$ cat src/rtl/pflsb_pkg.sv
// Constants for the fault limit and status command bank.
// Assumes linear-format words with the fixed exponents listed below.
package pflsb_pkg;
    // ==========================================================
    // Threshold table, index order
    localparam int NTHR = 13;
    localparam logic [3:0] IX_VINON = 4'h0;
    localparam logic [3:0] IX_VINOFF = 4'h1;
    localparam logic [3:0] IX_OVF = 4'h2;
    localparam logic [3:0] IX_OVW = 4'h3;
    localparam logic [3:0] IX_OCF = 4'h4;
    localparam logic [3:0] IX_OCW = 4'h5;
    localparam logic [3:0] IX_OTF = 4'h6;
    localparam logic [3:0] IX_OTW = 4'h7;
    localparam logic [3:0] IX_VINOV = 4'h8;
    localparam logic [3:0] IX_PGON = 4'h9;
    localparam logic [3:0] IX_PGOFF = 4'hA;
    localparam logic [3:0] IX_TOND = 4'hB;
    localparam logic [3:0] IX_TONR = 4'hC;
    localparam logic [7:0] CODE [NTHR] = '{8'h35, 8'h36, 8'h40, 8'h42, 8'h46, 8'h4A,
        8'h4F, 8'h51, 8'h55, 8'h5E, 8'h5F, 8'h60, 8'h61};
    // Exponents -3 (E9xx), -12 (plain), -4 (E2xx), -2 (Fxxx), -1 (F8xx)
    localparam logic [15:0] DFLT [NTHR] = '{16'hE918, 16'hE908, 16'hF000, 16'hE000,
        16'hE260, 16'hE200, 16'hF1F4, 16'hF190, 16'hEB20, 16'hB000, 16'h9000,
        16'hF828, 16'hF83C};
    localparam logic [15:0] MINV [NTHR] = '{16'hE908, 16'hE8F8, 16'hB000, 16'hB000,
        16'hE140, 16'hE140, 16'hF064, 16'hF064, 16'hE980, 16'h8000, 16'h8000,
        16'hF80A, 16'hF81E};
    localparam logic [15:0] MAXV [NTHR] = '{16'hE920, 16'hE910, 16'hFFFF, 16'hFFFF,
        16'hE280, 16'hE280, 16'hF230, 16'hF230, 16'hEB70, 16'hD333, 16'hD333,
        16'hFBE8, 16'hFBE8};
    // ==========================================================
    // Other command codes and fixed reaction bytes
    localparam logic [7:0] C_OVR = 8'h41;
    localparam logic [7:0] C_OCR = 8'h47;
    localparam logic [7:0] C_OTR = 8'h50;
    localparam logic [7:0] C_VIR = 8'h56;
    localparam logic [7:0] C_SWORD = 8'h79;
    localparam logic [7:0] C_SVOUT = 8'h7A;
    localparam logic [7:0] C_SIOUT = 8'h7B;
    localparam logic [7:0] R_OVR = 8'hB8;
    localparam logic [7:0] R_OCR = 8'hF8;
    localparam logic [7:0] R_OTR = 8'hB8;
    localparam logic [7:0] R_VIR = 8'hF8;
    localparam int RETRY_HI = 5;
    localparam int RETRY_LO = 3;
    // ==========================================================
    // Status bit positions
    localparam int SV_OVF = 7;
    localparam int SV_OVW = 6;
    localparam int SI_OCF = 7;
    localparam int SI_OCW = 5;
    localparam int SW_OFF = 6;
    localparam int SW_OVF = 5;
    localparam int SW_OCF = 4;
    localparam int SW_VINUV = 3;
    localparam int SW_TEMP = 2;
    localparam int SW_CML = 1;
    localparam int SW_VOUT = 15;
    localparam int SW_IOUT = 14;
    localparam int SW_INPUT = 13;
    localparam int SW_PGOOD = 11;
    // ==========================================================
    // Timing: one time-mantissa step is 0.5 ms
    localparam int CLK_NS = 10;
    localparam int TIME_UNIT_NS = 500000;
    localparam int UNIT_CYC = TIME_UNIT_NS / CLK_NS;
endpackage : pflsb_pkg

$ cat src/rtl/pflsb_bank.sv
// Command bank of a digitally controlled converter: limits, reactions,
// status flags, power-good and turn-on sequencing.
// Assumes the transaction layer and telemetry run on clk_sys.
// Function
// - Command 0x35 holds lockout turn-on level, default 35 V, range 33-36 V.
// - Command 0x36 holds lockout turn-off level, default 33 V, range 31-34 V.
// - Command 0x40 holds output overvoltage fault limit, default 15 V, 11-16 V.
// - Command 0x42 holds overvoltage warning, default 14 V, not above fault.
// - Command 0x41 reads fixed overvoltage reaction 0xB8.
// - Command 0x47 reads fixed overcurrent reaction 0xF8.
// - Command 0x56 reads fixed input overvoltage reaction 0xF8.
// - Command 0x50 reads fixed over-temperature reaction 0xB8.
// - Command 0x46 holds overcurrent fault, default 38 A, above warning.
// - Command 0x4A holds overcurrent warning, default 32 A, below fault.
// - Command 0x4F holds over-temperature fault, default 125 C, above warning.
// - Command 0x51 holds temperature warning, default 100 C, below fault.
// - Command 0x55 holds input overvoltage fault, default 100 V, 48-110 V.
// - Power-good bit rises when output reaches the 0x5E level.
// - Power-good bit falls when output reaches the 0x5F level.
// - Wait the 0x60 delay after a start before the output rises.
// - Ramp the output over the 0x61 rise time.
// - Command 0x79 returns the summary status word.
// - Command 0x7A returns output voltage fault and warning flags.
// - Command 0x7B returns output current fault and warning flags.
// - Non-output quantities use 5-bit exponent over 11-bit mantissa.
// - Output-voltage quantities use unsigned 16-bit mantissa, exponent -12.
// - Retry field all ones means shut down and keep restarting.
`timescale 1ns/1ns
module pflsb_bank #(
    parameter int UNIT_CYCLES = pflsb_pkg::UNIT_CYC
) (
    input wire logic clk_sys,
    input wire logic rst_n,
    input wire logic cmd_valid,
    input wire logic cmd_write,
    input wire logic [7:0] cmd_code,
    input wire logic [15:0] cmd_wdata,
    input wire logic clear_faults,
    input wire logic on_request,
    input wire logic [15:0] meas_vin,
    input wire logic [15:0] meas_vout,
    input wire logic [15:0] meas_iout,
    input wire logic [15:0] meas_temp,
    output logic rd_valid_q,
    output logic [15:0] rd_data_q,
    output logic wr_reject_q,
    output logic power_good_q,
    output logic conv_enable_q,
    output logic ramp_active_q
);
    localparam int PRE_W = $clog2(UNIT_CYCLES + 1);

    typedef enum logic [2:0] {
        S_OFF = 3'h0,
        S_DELAY = 3'h1,
        S_RISE = 3'h2,
        S_ON = 3'h3,
        S_LATCH = 3'h4
    } pflsb_seq_e;

    logic [15:0] thr_q [pflsb_pkg::NTHR];
    logic hit;
    logic [3:0] idx;
    logic in_rng;
    logic x_ok;
    logic wr_req;
    logic wr_ok;
    logic flag_w;
    logic [15:0] rd_d;
    logic [7:0] vout_flags_q;
    logic [7:0] iout_flags_q;
    logic ot_fault_q;
    logic ot_warn_q;
    logic vin_ov_q;
    logic cml_q;
    logic vin_ok_q;
    logic [15:0] status_word;
    pflsb_seq_e st_q;
    pflsb_seq_e st_d;
    logic [PRE_W-1:0] pre_q;
    logic [10:0] tcnt_q;
    logic [10:0] tcnt_d;
    logic tick;
    logic load;
    logic start;

    // ==========================================================
    // Live limit comparisons; whole words compare because exponents are fixed
    logic ovf_now;
    logic ovw_now;
    logic ocf_now;
    logic ocw_now;
    logic otf_now;
    logic otw_now;
    logic vinov_now;
    logic fault_now;
    logic restart_ok;

    assign ovf_now = meas_vout >= thr_q[pflsb_pkg::IX_OVF];
    assign ovw_now = meas_vout >= thr_q[pflsb_pkg::IX_OVW];
    assign ocf_now = meas_iout >= thr_q[pflsb_pkg::IX_OCF];
    assign ocw_now = meas_iout >= thr_q[pflsb_pkg::IX_OCW];
    assign otf_now = meas_temp >= thr_q[pflsb_pkg::IX_OTF];
    assign otw_now = meas_temp >= thr_q[pflsb_pkg::IX_OTW];
    assign vinov_now = meas_vin >= thr_q[pflsb_pkg::IX_VINOV];
    assign fault_now = ovf_now | ocf_now | otf_now | vinov_now;
    // Any tripped source whose retry field is not all ones latches off
    assign restart_ok = ~((ovf_now & ~&pflsb_pkg::R_OVR[pflsb_pkg::RETRY_HI:pflsb_pkg::RETRY_LO])
        | (ocf_now & ~&pflsb_pkg::R_OCR[pflsb_pkg::RETRY_HI:pflsb_pkg::RETRY_LO])
        | (otf_now & ~&pflsb_pkg::R_OTR[pflsb_pkg::RETRY_HI:pflsb_pkg::RETRY_LO])
        | (vinov_now & ~&pflsb_pkg::R_VIR[pflsb_pkg::RETRY_HI:pflsb_pkg::RETRY_LO]));

    // ==========================================================
    // Write decode and checks
    always_comb begin
        hit = 1'b0;
        idx = 4'h0;
        for (int i = 0; i < pflsb_pkg::NTHR; i++) begin
            if (cmd_code == pflsb_pkg::CODE[i]) begin
                hit = 1'b1;
                idx = 4'(i);
            end
        end
    end

    assign in_rng = (cmd_wdata >= pflsb_pkg::MINV[idx])
        && (cmd_wdata <= pflsb_pkg::MAXV[idx]);

    // Paired limits except the lockout levels are checked against the partner's current value
    always_comb begin
        unique case (idx)
            pflsb_pkg::IX_OVF: x_ok = cmd_wdata >= thr_q[pflsb_pkg::IX_OVW];
            pflsb_pkg::IX_OVW: x_ok = cmd_wdata <= thr_q[pflsb_pkg::IX_OVF];
            pflsb_pkg::IX_OCF: x_ok = cmd_wdata > thr_q[pflsb_pkg::IX_OCW];
            pflsb_pkg::IX_OCW: x_ok = cmd_wdata < thr_q[pflsb_pkg::IX_OCF];
            pflsb_pkg::IX_OTF: x_ok = cmd_wdata > thr_q[pflsb_pkg::IX_OTW];
            pflsb_pkg::IX_OTW: x_ok = cmd_wdata < thr_q[pflsb_pkg::IX_OTF];
            pflsb_pkg::IX_PGON: x_ok = cmd_wdata > thr_q[pflsb_pkg::IX_PGOFF];
            pflsb_pkg::IX_PGOFF: x_ok = cmd_wdata < thr_q[pflsb_pkg::IX_PGON];
            default: x_ok = 1'b1;
        endcase
    end

    assign wr_req = cmd_valid & cmd_write;
    assign wr_ok = wr_req & hit & in_rng & x_ok;
    assign flag_w = wr_req & ((cmd_code == pflsb_pkg::C_SVOUT) | (cmd_code == pflsb_pkg::C_SIOUT));

    // ==========================================================
    // Threshold storage
    always_ff @(posedge clk_sys) begin
        for (int i = 0; i < pflsb_pkg::NTHR; i++) begin
            if (!rst_n) begin
                thr_q[i] <= pflsb_pkg::DFLT[i];
            end else if (wr_ok && idx == 4'(i)) begin
                thr_q[i] <= cmd_wdata;
            end
        end
    end

    // ==========================================================
    // Sticky status flags; a new event wins over a clear in the same cycle
    always_ff @(posedge clk_sys) begin
        if (!rst_n) begin
            vout_flags_q <= 8'h00;
        end else begin
            vout_flags_q[pflsb_pkg::SV_OVF] <= ovf_now | (vout_flags_q[pflsb_pkg::SV_OVF]
                & ~clear_faults & ~(wr_req && cmd_code == pflsb_pkg::C_SVOUT
                && cmd_wdata[pflsb_pkg::SV_OVF]));
            vout_flags_q[pflsb_pkg::SV_OVW] <= ovw_now | (vout_flags_q[pflsb_pkg::SV_OVW]
                & ~clear_faults & ~(wr_req && cmd_code == pflsb_pkg::C_SVOUT
                && cmd_wdata[pflsb_pkg::SV_OVW]));
        end
    end

    always_ff @(posedge clk_sys) begin
        if (!rst_n) begin
            iout_flags_q <= 8'h00;
        end else begin
            iout_flags_q[pflsb_pkg::SI_OCF] <= ocf_now | (iout_flags_q[pflsb_pkg::SI_OCF]
                & ~clear_faults & ~(wr_req && cmd_code == pflsb_pkg::C_SIOUT
                && cmd_wdata[pflsb_pkg::SI_OCF]));
            iout_flags_q[pflsb_pkg::SI_OCW] <= ocw_now | (iout_flags_q[pflsb_pkg::SI_OCW]
                & ~clear_faults & ~(wr_req && cmd_code == pflsb_pkg::C_SIOUT
                && cmd_wdata[pflsb_pkg::SI_OCW]));
        end
    end

    always_ff @(posedge clk_sys) begin
        if (!rst_n) begin
            ot_fault_q <= 1'b0;
            ot_warn_q <= 1'b0;
            vin_ov_q <= 1'b0;
        end else begin
            ot_fault_q <= otf_now | (ot_fault_q & ~clear_faults);
            ot_warn_q <= otw_now | (ot_warn_q & ~clear_faults);
            vin_ov_q <= vinov_now | (vin_ov_q & ~clear_faults);
        end
    end

    // Rejected writes raise the communication flag; unknown reads answer zero only
    always_ff @(posedge clk_sys) begin
        if (!rst_n) begin
            cml_q <= 1'b0;
        end else begin
            cml_q <= (wr_req & ~wr_ok & ~flag_w) | (cml_q & ~clear_faults);
        end
    end

    always_ff @(posedge clk_sys) begin
        if (!rst_n) begin
            wr_reject_q <= 1'b0;
        end else begin
            wr_reject_q <= wr_req & ~wr_ok & ~flag_w;
        end
    end

    // ==========================================================
    // Summary word
    always_comb begin
        status_word = 16'h0000;
        status_word[pflsb_pkg::SW_OFF] = ~conv_enable_q;
        status_word[pflsb_pkg::SW_OVF] = vout_flags_q[pflsb_pkg::SV_OVF];
        status_word[pflsb_pkg::SW_OCF] = iout_flags_q[pflsb_pkg::SI_OCF];
        status_word[pflsb_pkg::SW_VINUV] = ~vin_ok_q;
        status_word[pflsb_pkg::SW_TEMP] = ot_fault_q | ot_warn_q;
        status_word[pflsb_pkg::SW_CML] = cml_q;
        status_word[pflsb_pkg::SW_VOUT] = |vout_flags_q;
        status_word[pflsb_pkg::SW_IOUT] = |iout_flags_q;
        status_word[pflsb_pkg::SW_INPUT] = vin_ov_q;
        status_word[pflsb_pkg::SW_PGOOD] = power_good_q;
    end

    // ==========================================================
    // Read path, answered one cycle after the request
    always_comb begin
        rd_d = 16'h0000;
        if (hit) begin
            rd_d = thr_q[idx];
        end else begin
            unique case (cmd_code)
                pflsb_pkg::C_OVR: rd_d = {8'h00, pflsb_pkg::R_OVR};
                pflsb_pkg::C_OCR: rd_d = {8'h00, pflsb_pkg::R_OCR};
                pflsb_pkg::C_VIR: rd_d = {8'h00, pflsb_pkg::R_VIR};
                pflsb_pkg::C_OTR: rd_d = {8'h00, pflsb_pkg::R_OTR};
                pflsb_pkg::C_SWORD: rd_d = status_word;
                pflsb_pkg::C_SVOUT: rd_d = {8'h00, vout_flags_q};
                pflsb_pkg::C_SIOUT: rd_d = {8'h00, iout_flags_q};
                default: rd_d = 16'h0000;
            endcase
        end
    end

    always_ff @(posedge clk_sys) begin
        if (!rst_n) begin
            rd_valid_q <= 1'b0;
            rd_data_q <= 16'h0000;
        end else begin
            rd_valid_q <= cmd_valid & ~cmd_write;
            if (cmd_valid && !cmd_write) begin
                rd_data_q <= rd_d;
            end
        end
    end

    // ==========================================================
    // Input lockout with hysteresis between the two levels
    always_ff @(posedge clk_sys) begin
        if (!rst_n) begin
            vin_ok_q <= 1'b0;
        end else if (meas_vin >= thr_q[pflsb_pkg::IX_VINON]) begin
            vin_ok_q <= 1'b1;
        end else if (meas_vin < thr_q[pflsb_pkg::IX_VINOFF]) begin
            vin_ok_q <= 1'b0;
        end
    end

    // ==========================================================
    // Turn-on sequencer; times count 0.5 ms steps of the mantissa
    assign start = on_request & vin_ok_q;
    assign tick = pre_q == PRE_W'(UNIT_CYCLES - 1);

    always_comb begin
        st_d = st_q;
        load = 1'b0;
        tcnt_d = 11'h000;
        unique case (st_q)
            S_OFF: begin
                if (start) begin
                    st_d = S_DELAY;
                    load = 1'b1;
                    tcnt_d = thr_q[pflsb_pkg::IX_TOND][10:0];
                end
            end
            S_DELAY: begin
                if (!start) begin
                    st_d = S_OFF;
                end else if (tick && tcnt_q <= 11'h001) begin
                    st_d = S_RISE;
                    load = 1'b1;
                    tcnt_d = thr_q[pflsb_pkg::IX_TONR][10:0];
                end
            end
            S_RISE, S_ON: begin
                if (!start) begin
                    st_d = S_OFF;
                end else if (fault_now) begin
                    // Hiccup: the turn-on delay doubles as the restart interval
                    st_d = restart_ok ? S_DELAY : S_LATCH;
                    load = 1'b1;
                    tcnt_d = thr_q[pflsb_pkg::IX_TOND][10:0];
                end else if (st_q == S_RISE && tick && tcnt_q <= 11'h001) begin
                    st_d = S_ON;
                end
            end
            S_LATCH: begin
                if (!on_request) begin
                    st_d = S_OFF;
                end
            end
            default: st_d = S_OFF;
        endcase
    end

    always_ff @(posedge clk_sys) begin
        if (!rst_n) begin
            st_q <= S_OFF;
        end else begin
            st_q <= st_d;
        end
    end

    always_ff @(posedge clk_sys) begin
        if (!rst_n || load) begin
            pre_q <= '0;
        end else if (tick) begin
            pre_q <= '0;
        end else begin
            pre_q <= pre_q + PRE_W'(1);
        end
    end

    always_ff @(posedge clk_sys) begin
        if (!rst_n) begin
            tcnt_q <= 11'h000;
        end else if (load) begin
            tcnt_q <= tcnt_d;
        end else if (tick && tcnt_q != 11'h000) begin
            tcnt_q <= tcnt_q - 11'h001;
        end
    end

    always_ff @(posedge clk_sys) begin
        if (!rst_n) begin
            conv_enable_q <= 1'b0;
            ramp_active_q <= 1'b0;
        end else begin
            conv_enable_q <= (st_d == S_RISE) || (st_d == S_ON);
            ramp_active_q <= st_d == S_RISE;
        end
    end

    // ==========================================================
    // Power good with on/off hysteresis
    always_ff @(posedge clk_sys) begin
        if (!rst_n) begin
            power_good_q <= 1'b0;
        end else if (!conv_enable_q || meas_vout <= thr_q[pflsb_pkg::IX_PGOFF]) begin
            power_good_q <= 1'b0;
        end else if (meas_vout >= thr_q[pflsb_pkg::IX_PGON]) begin
            power_good_q <= 1'b1;
        end
    end
endmodule : pflsb_bank

$ cat config.mk
export PLATFORM = sky130hd
export DESIGN_NAME = pflsb_bank
export DESIGN_NICKNAME = d
export VERILOG_FILES = /design/src/rtl/pflsb_pkg.sv /design/src/rtl/pflsb_bank.sv
export SDC_FILE = /design/constraint.sdc
export NUM_CORES = 1
export LEC_CHECK = 0
export ABC_AREA = 1
export BUFFER_PORTS_ARGS = -buffer_cell sky130_fd_sc_hd__buf_2
export CORE_UTILIZATION = 50
export CTS_CLUSTER_DIAMETER = 100
export DETAILED_ROUTE_END_ITERATION = 8
export GPL_TIMING_DRIVEN = 0
export HOLD_SLACK_MARGIN = 0.05
export PLACE_DENSITY = 0.67
export REMOVE_ABC_BUFFERS = 1
export SLEW_MARGIN = 10
export SYNTH_ARGS = -nofsm -noshare
export SYNTH_HDL_FRONTEND = slang
export SYNTH_SLANG_ARGS = --single-unit
$ cat constraint.sdc
create_clock -name clk_sys -period 6.14 [get_ports clk_sys]
set_input_delay 1.228 -clock clk_sys [delete_from_list [all_inputs] [get_ports clk_sys]]
set_output_delay 1.228 -clock clk_sys [all_outputs]
set_load 0.005 [all_outputs]
### Word-level counts from Yosys, hierarchy flattened

Memory sizes are Yosys's and may differ from the RTL's.
Index checks and enable logic that the tools add are counted.

* register bits: 60
* RAM bits: 208
* memory bits (read-only): 512
* input port bits: 94
* output and inout bits: 21
* logic and storage cells: 294
* memories kept: 3

* $add $sub $neg: 2
* order comparisons: 23
* equal/unequal tests: 39
* multiplexer cells: 109
* bitwise operators: 59
* reductions and logical operators: 43

Memory list
* (no name shown): depth 16, bits a word 16, rd ports 1, clocked after memory_dff 0, wr ports 0, RTL line pflsb_bank.sv:127 `&& (cmd_wdata <= pflsb_pkg::MAXV[idx]);`
* (no name shown): depth 16, bits a word 16, rd ports 1, clocked after memory_dff 0, wr ports 0, RTL line pflsb_bank.sv:126 `assign in_rng = (cmd_wdata >= pflsb_pkg::MINV[idx])`
* thr_q: depth 13, bits a word 16, rd ports 14, clocked after memory_dff 0, wr ports 13, RTL line pflsb_bank.sv:61 `logic [15:0] thr_q [pflsb_pkg::NTHR];`

Operator list (number)
* 16-bit two-way mux: 18
* 16-bit >= comparator: 11
* 8-bit by 7-bit equality test with 1-bit output, second input constant: 18
* 16-bit one-hot mux with 5 select lines: 1
* 11-bit two-way mux: 7
* 16-bit less-than comparator: 4
* 1-bit two-way mux: 61
* 16-bit greater-than comparator: 3
* 16-bit less-or-equal comparator: 3
* 11-bit one-hot mux with 3 select lines: 1
* 4-bit two-way mux: 7
* 3-bit two-way mux: 9
* 1-bit OR: 26
* 1-bit logical AND: 25
* 1-bit AND: 21
* 4-bit equality test, second input constant: 5
* 16-bit by 1-bit adder with 16-bit output, second input constant: 1
* 16-bit equality test, second input constant: 1
* 4-bit by 3-bit equality test with 1-bit output, second input constant: 4
* 8-bit by 6-bit equality test with 1-bit output, second input constant: 2
* 2-bit OR reduction: 7
* 3-bit by 2-bit equality test with 1-bit output, second input constant: 4
* 3-bit one-hot mux with 4 select lines: 1
* 11-bit by 1-bit less-or-equal comparator with 1-bit output, second input constant: 1
* other kinds (17): 34

### Logic depth before layout (Yosys ltp)

Gate-level depths: netlist of the first run.

* word-level depth: 26
* gate-level depth with buffers: 29
* gate-level depth less buffers: 27

### Worst setup path after synthesis of the first run

Ideal clock, no wire load.

* path type: input to register
* start: input cmd_code[7]
* end: memory thr_q[4][0], enable pin
* setup time: 0.372 ns
* arrival: 5.194 ns
* required time: 5.768 ns
* setup slack: 0.574 ns
* cell stages on the path: 27
* cell sequence: inv_1 -> nand2_2 -> nor2_2 -> nand2_1 -> inv_1 -> nor2_1 -> nand3_1 -> buf_2 -> buf_1 -> ha_1 -> inv_1 -> o21ai_0 -> inv_1 -> o21ai_0 -> inv_1 -> ha_1 -> nand2_1 -> o21ai_0 -> nand2_1 -> o211ai_1 -> nand2_1 -> nand3_1 -> nand2_1 -> nor3_4 -> buf_4 -> nand3_1 -> nand2_1

RTL lines
* from (decl): RTL line pflsb_bank.sv:36 `input wire logic [7:0] cmd_code,`
* to (decl): RTL line pflsb_bank.sv:61

==> results of run 1 <==
[power breakdown]
group	internal, mW	total [mW]	switching (mW)
Sequential	2.04	2.09	0.0465
Combinational	0.298	0.932	0.634
Clock	1.11	1.92	0.803
[stage by stage]
stage / std cells / total power, mW / utilization / TNS [ns] / cell area, um^2
4_1_cts: 3411 / 4.92 / 0.560 / 0 / 23500
6_report: 3417 / 4.93 / 0.563 / 0 / 23500
3_3_place_gp: 3338 / 2.99 / 0.529 / -4039.65 / 22100
2_1_floorplan: 2685 / 2.67 / - / -1412.34 / 20900
5_1_grt: 3416 / 5.12 / 0.562 / 0 / 23500
3_5_place_dp: 3344 / 3.02 / 0.532 / -612.19 / 22300
[registers in the layout, indices dropped and copies added (netlist names), 2 cells and up]
| signal | cells |
|---|---|
| pre_q | 16 |
| st_q | 3 |
| rd_data_q | 16 |
| thr_q | 208 |
| vout_flags_q | 2 |
| iout_flags_q | 2 |
| tcnt_q | 11 |
[how the worst min path moves through the flow]
stage,start,slack [ns],to
finish,pre_q[0]$_SDFF_PP0_,0.45,pre_q[0]$_SDFF_PP0_
global route,pre_q[0]$_SDFF_PP0_,0.47,pre_q[0]$_SDFF_PP0_
CTS,pre_q[0]$_SDFF_PP0_,0.46,pre_q[0]$_SDFF_PP0_
detailed placement,pre_q[0]$_SDFF_PP0_,0.45,pre_q[0]$_SDFF_PP0_
global placement,pre_q[0]$_SDFF_PP0_,0.43,pre_q[0]$_SDFF_PP0_
floorplan,pre_q[0]$_SDFF_PP0_,0.42,pre_q[0]$_SDFF_PP0_
[worst max-delay path: cells and delay by family]
family | cells | cell delay, ns
AND/OR/NAND/NOR | 14 | 2.31
buffers and inverters | 9 | 1.24
AO/OA/AOI/OAI | 4 | 0.69
adder cells (fa/ha/maj) | 2 | 0.53
[synthesized netlist by cell type, types with 10 or more instances]
cell,n,area share
o211ai_1,46,0.016
nor3_1,37,0.0087
ha_1,336,0.20
nand3_1,151,0.036
nor2_1,318,0.056
inv_1,399,0.071
o21ai_0,89,0.021
xor2_1,12,0.0050
a21oi_1,224,0.053
nand2_1,630,0.11
edfxtp_1,208,0.29
dfxtp_1,60,0.057
clkbuf_1,55,0.0097
nand4_1,72,0.021
nor2_2,10,0.0030
buf_2,13,0.0031
[placed cells by master (no fill, tap or decap), types with 6 or more instances in the layout]
cell type and instances:
a211oi_1 6, a21oi_1 224, buf_12 7, buf_2 114
buf_4 12, clkbuf_1 8, clkbuf_16 31, clkinv_2 7
conb_1 13, dfxtp_1 60, edfxtp_1 208, ha_1 336
inv_1 397, nand2_1 616, nand2_2 9, nand2_4 7
nand3_1 149, nand4_1 72, nand4_2 6, nor2_1 316
nor2_2 8, nor2_4 6, nor3_1 36, o211ai_1 46
o21ai_0 88, o31ai_1 6, xor2_1 12
[final cells by class]
| class | count | area, um^2 |
|---|---|---|
| inverter | 402 | 1520 |
| antenna | 1 | 2.50 |
| timing repair buffer | 133 | 801 |
| multi-input combinational | 2017 | 12100 |
| clock buffer | 41 | 827 |
| fill | 3918 | 18300 |
| clock inverter | 16 | 189 |
| sequential | 268 | 7450 |
| tap | 539 | 674 |
[cell families (layout without fill, tap and decap cells)]
group / after synthesis / count (layout) / synth area share
and+or+nand+nor: 1247 / 1249 / 0.249
buffers and inverters: 484 / 592 / 0.0873
AOI/OAI and AO/OA: 403 / 403 / 0.106
adders and majority gates: 336 / 336 / 0.198
DFF: 268 / 268 / 0.352
xor gates and xnor gates: 12 / 12 / 0.00496
muxes: 4 / 4 / 0.00189
other: 1 / 14 / 0.000177
[repair_timing]
action,4_1_cts,5_1_grt
cloned,2,0
gates resized for setup,19,13
setup buffers,8,5
pin swaps,4,0
endpoints found under the setup margin,405,402
[layer usage]
metal	global-route usage	vias up	wire, um
met3	0.0607	192	7670
met4	0.152	0	3560
met1	0.475	9298	31200
met2	0.526	975	32300
met5	0	-	0
li1	-	9452	-
==> qor.txt, run 1 <==
Outcome: complete, but fails checks
Violated checks: DRC
Syn-to-layout area delta: 11.2%
Slowest stage delay, CP: 0.44 ns
Drt initial violations: 2302
Horiz. Die Dim: 208 um
Post-DP HPWL: 54800 um
Worst-case reg-to-reg path depth: 13
Row Count: 75
Final setup fails: 0
Maximum vdd drop: 0.000226 V
Drt total wl: 74700 um
Die height: 208 um
Ys Warns: 0
Final hold vios: 0
Clk_lat worst skew: 0.59 ns
Async SR Flop Fraction: 0
Setup crit end: thr_q[6][3]$_SDFFCE_PN0P_
Reg-to-reg setup timing slack: 2.46 ns
Worst hold stages: 1
Port bufs: 114
Most frequent CP cell: nand2_1
Clock Skew: 0.0221 ns
Critical R2R Capture: thr_q[6][3]$_SDFFCE_PN0P_
Syn_area_per_cell: 7.69 um^2
Worst hold path type: flop to flop
Fmax: 172 MHz
Starting Density: 0.506
Layout cells sized above 1: 0.0806
Die area: 0.0432 mm^2
Top FF cell, synth: edfxtp_1
Worst setup path start: cmd_code[7]
CP endpoint kind: flop
#FFs+latches synth: 268
# H-tree levels: 1
Final Max Tran Viols: 0
CTS tree: done
Max-cap violations: 0
Initial antenna violation count: 1
CP max-delay cell: nand2_2
FF-to-FF Start: thr_q[2][15]$_SDFFCE_PN1P_
Global route overflow: 0
Worst-Margin Slew: 1.40 ns
CP max FO: 36
Crit path arrival time: 6.02 ns
Core Region: 0.0419 mm^2
Leak pwr: 11.5 nW
Seq/Total Area, Yosys: 0.352
Hold buffer count at cts: 0
Clock transition at path regs: 0.06 ns
Setup Slack @ Placement: -1.74 ns
Vias in the first global route: 18700
Routed via count: 19900
GPL Wtd Cong: 1.00
CTS sink count: 268
Min cycle time layout: 5.80 ns
Max_slew headroom: 0.0647
First-pass GRT wire length: 111000 um
Detailed-route vias per instance: 5.83
Hold Slack: 0.455 ns
EDFF count, synth: 208
Post-Syn Area: 0.0212 mm^2
Wire length per cell: 21.9 um
Nets@finish: 3283
Worst Setup Path Type: input pin to flop
TritonRoute pass-1 iters: 8
RSZ-0062 raised after global routing: false
Post-route setup slack: 0.342 ns
TritonCTS Buffers: 31
Crit path launch type: input pin
I/O pin total: 115
Fin crit share: 0.944
Final antenna-violating net count: 0
Largest net degree at the start of global routing: 65
Root buf cell: clkbuf_16
Clk buf depth: 3
Total GRT Usage: 0.344
CP required: 6.36 ns
Syn Inst Count: 2755
Synth cell types: 53
DRC: 4
Pwr per Cell Area: 210 mW/mm^2
Note: power is estimated with default switching activity, not from simulation.
==> inputs of run 2 (changes only) <==
- ABC_AREA: 1 -> default
- CELL_PAD_IN_SITES_DETAIL_PLACEMENT: default -> 2
- CELL_PAD_IN_SITES_GLOBAL_PLACEMENT: default -> 2
- CORE_UTILIZATION: 50 -> 40
- GPL_ROUTABILITY_DRIVEN: default -> 0
- PLACE_DENSITY: 0.67 -> default
- PLACE_DENSITY_LB_ADDON: default -> 0.1
==> run 2 against run 1 <==
- the run now ends clean
- synthesized cell count is 22% lower
- global-route usage is 2.5 points higher
- first-iteration DRC count is 18% lower
- worst setup slack worse by 0.085 ns
- clock power is 9.9% higher
- power is 3.2% higher
- sequential share of layout area is 0.78 points higher
- wire length is 26% higher
- core utilization is 9.6 points lower
- worst hold slack worse by 0.0081 ns
- largest power group is now the clock network
==> qor.txt, run 2 <==
Starting Density: 0.408 (-0.0978)
TritonRoute pass-1 iters: 5 (-3)
CP endpoint kind: flop
Post-route setup slack: 0.257 ns (-0.0847 ns)
#FFs+latches synth: 268 (unchanged)
# H-tree levels: 2 (+1)
Top Registers: thr_q: 208 flops, pre_q: 16 flops, rd_data_q: 16 flops
Setup Slack @ Placement: -3.64 ns (-1.90 ns)
Wire length per cell: 32.0 um (+46%)
Top cells by area, synth: edfxtp_1 31%, ha_1 21%, dfxtp_1 6.0%
Clk_lat worst skew: 0.57 ns (-0.02 ns)
CP max FO: 37 (+2.8%)
TritonCTS Buffers: 34 (+9.7%)
Root buf cell: clkbuf_16
Final hold vios: 0 (unchanged)
Outcome: complete, no violations
Final Max Tran Viols: 0 (unchanged)
Hold Startpoint: pre_q[0]$_SDFF_PP0_
Synth cell types: 80 (+51%)
Worst hold stages: 1 (unchanged)
Pwr per Cell Area: 222 mW/mm^2 (+5.8%)
Post-synth top area cell: edfxtp_1
Min cycle time layout: 5.88 ns (+0.0847 ns)
Hold Slack: 0.447 ns (-0.00811 ns)
Initial antenna violation count: 3 (+2)
I/O pin total: 115 (unchanged)
Largest register FFs: 208 (unchanged)
Async SR Flop Fraction: 0 (unchanged)
Layout cells sized above 1: 0.118 (+0.0371)
Total GRT Usage: 0.369 (+0.0249)
Commonest cells after routing, fill and taps aside: 332 x ha_1, 210 x nor2_1, 208 x edfxtp_1
Core Region: 0.0493 mm^2 (+18%)
Syn_area_per_cell: 9.33 um^2 (+21%)
CP required: 6.33 ns (-0.03 ns)
Fin crit share: 0.958 (+0.0138)
Clock transition at path regs: 0.06 ns (about the same)
Total negative slack: 0 ns (unchanged)
Global route overflow: 0 (unchanged)
DRC: 0 (-4)
Crit path arrival time: 6.07 ns (+0.05 ns)
Row Count: 81 (+8.0%)
Die height: 226 um (+8.8%)
Drt initial violations: 1897 (-18%)
Seq/Total Area, Yosys: 0.370 (+0.0188)
Area share of the largest cell type after synthesis: 0.311 (+0.0157)
Worst Setup Path Type: input pin to flop
Maximum vdd drop: 0.000153 V (-32%)
Port bufs: 114 (unchanged)
Clk buf depth: 3 (unchanged)
First-pass GRT wire length: 135000 um (+21%)
Horiz. Die Dim: 226 um (+8.8%)
Routed via count: 19000 (-4.5%)
Vias in the first global route: 20000 (+7.0%)
Most common cell in the netlist: ha_1
Non-Filler Instances: 2951 (-14%)
Post-synth top cells: 336 x ha_1, 220 x nand2_1, 211 x nor2_1, 208 x edfxtp_1, 195 x inv_1
CTS tree: done
RSZ-0062 raised after global routing: false
Critical R2R Capture: tcnt_q[6]$_SDFFE_PN0P_
Syn Inst Count: 2155 (-22%)
Largest net degree at the start of global routing: 39 (-40%)
Max-cap violations: 0 (unchanged)
Top FF cell, synth: edfxtp_1
Post-DP HPWL: 69300 um (+26%)
Hold buffer count at cts: 0 (unchanged)
Detailed-route vias per instance: 6.45 (+11%)
Post-Syn Area: 0.0201 mm^2 (-5.1%)
Crit path launch type: input pin
Max_slew headroom: 0.106 (+0.0412)
Worst-case reg-to-reg path depth: 10 (-3)
Nets@finish: 2690 (-18%)
EDFF count, synth: 208 (unchanged)
Die area: 0.0512 mm^2 (+18%)
Worst-Margin Slew: 1.31 ns (-0.0956 ns)
Final setup fails: 0 (unchanged)
Syn-to-layout area delta: 14.3%
Reg-to-reg setup timing slack: 2.00 ns (-0.46 ns)
Drt total wl: 94400 um (+26%)
Placed Cells: 2876 (-14%)
Leak pwr: 9.71 nW (-15%)
CTS sink count: 268 (unchanged)
FF-to-FF Start: thr_q[2][15]$_SDFFCE_PN1P_
Hold EP: pre_q[0]$_SDFF_PP0_
Most flops, register: thr_q
Commonest non-fill, non-tap cell in the layout: ha_1
Final antenna-violating net count: 0 (unchanged)
Worst hold path type: flop to flop
Fmax: 170 MHz (-1.4%)
Clock Skew: 0.0274 ns (+0.00528 ns)
Ys Warns: 0 (unchanged)
==> run 2: changes by cell type after synthesis, sizes merged, moves of 21 or more <==
cell	before	now
nand3	154	61
or3	0	22
a21oi	224	138
nand4	78	55
and3	1	28
a31oi	2	23
nor2	330	213
nand2b	0	30
inv	399	196
nand2	632	221
a21o	2	45
==> run 2: cells by family (layout without fill, tap and decap cells) <==
kind of cell	after synthesis	after routing	synth area share
simple gates	728	728	0.173
other cells	1	15	0.000187
buf+inv	282	396	0.0558
mux	24	24	0.0189
flops	268	268	0.370
xor+xnor	24	24	0.0105
fa+ha+maj	336	336	0.209
compound gates	492	496	0.162
==> run 2: how the worst max path moves through the flow <==
| stage | slack (ns) | to | start | cells past startpoint |
|---|---|---|---|---|
| 6_report | 0.26 | thr_q[3][15]$_SDFFCE_PN1P_ | cmd_code[2] | 20 |
| 2_1_floorplan | -1.74 | thr_q[9][0]$_SDFFCE_PN0P_ | cmd_code[7] | 16 |
| 3_3_place_gp | -5.99 | thr_q[8][15]$_SDFFCE_PN1P_ | cmd_code[1] | 17 |
| 5_1_grt | 0.03 | thr_q[5][9]$_SDFFCE_PN1P_ | cmd_code[1] | 20 |
| 3_5_place_dp | -3.64 | thr_q[8][15]$_SDFFCE_PN1P_ | cmd_code[1] | 17 |
| 4_1_cts | 0.008 | thr_q[2][0]$_SDFFCE_PN0P_ | cmd_code[1] | 21 |
==> run 2: final cells by class <==
class                           count  area, um^2
Fill cell                        5292       26300
Multi-Input combinational cell   1621       12000
Sequential cell                   268        7450
Clock buffer                       42         942
Tap cell                          664         831
Timing Repair Buffer              137         830
Inverter                          198         766
Clock inverter                     19         171
Antenna cell                        2        5.00
==> run 2: per-stage QoR <==
step / area, um^2 / utilization / power (mW)
final: 23000 / 0.466 / 5.09
after global routing: 23000 / 0.466 / 5.23
after CTS: 22900 / 0.464 / 5.07
after detailed placement: 21400 / 0.435 / 2.97
after global placement: 21200 / 0.430 / 2.89
after floorplan: 19800 / - / 2.54
==> run 2: critical path, stage by stage <==
cell       delay, ns
buf_2           0.21
nor2_2          0.28
nor2_1          0.08
nor3b_1         0.20
a31oi_1         0.10
o32ai_4         0.40
buf_8           0.26
buf_8           0.24
inv_6           0.17
ha_4            0.35
a21oi_1         0.17
o21bai_1        0.09
ha_1            0.20
a2111oi_1       0.31
a21oi_1         0.12
o2111ai_1       0.28
and3_4          0.36
o2111ai_2       0.28
buf_8           0.25
nand2_2         0.39
==> run 2: layer usage <==
layer | track usage | share of wire | wire (um)
met1 | 0.482 | 0.41 | 38500
met2 | 0.590 | 0.45 | 42800
met3 | 0.0690 | 0.090 | 8520
met4 | 0.165 | 0.048 | 4490
met5 | 0 | 0.00014 | 13
==> run 2: report_power, final <==
group          total, mW  switching (mW)  internal [mW]
combinational      0.895           0.602          0.293
sequential          2.09          0.0606           2.03
clock               2.11           0.892           1.22
total               5.09            1.55           3.54
==> run 2: repair_timing <==
item | 4_1_cts | 5_1_grt
endpoints found under the setup margin | 405 | 247
hold endpoints to repair | 0 | 0
cloned | 2 | 2
resized for setup | 55 | 15
pin swaps | 5 | 1
buffers inserted | 7 | 1
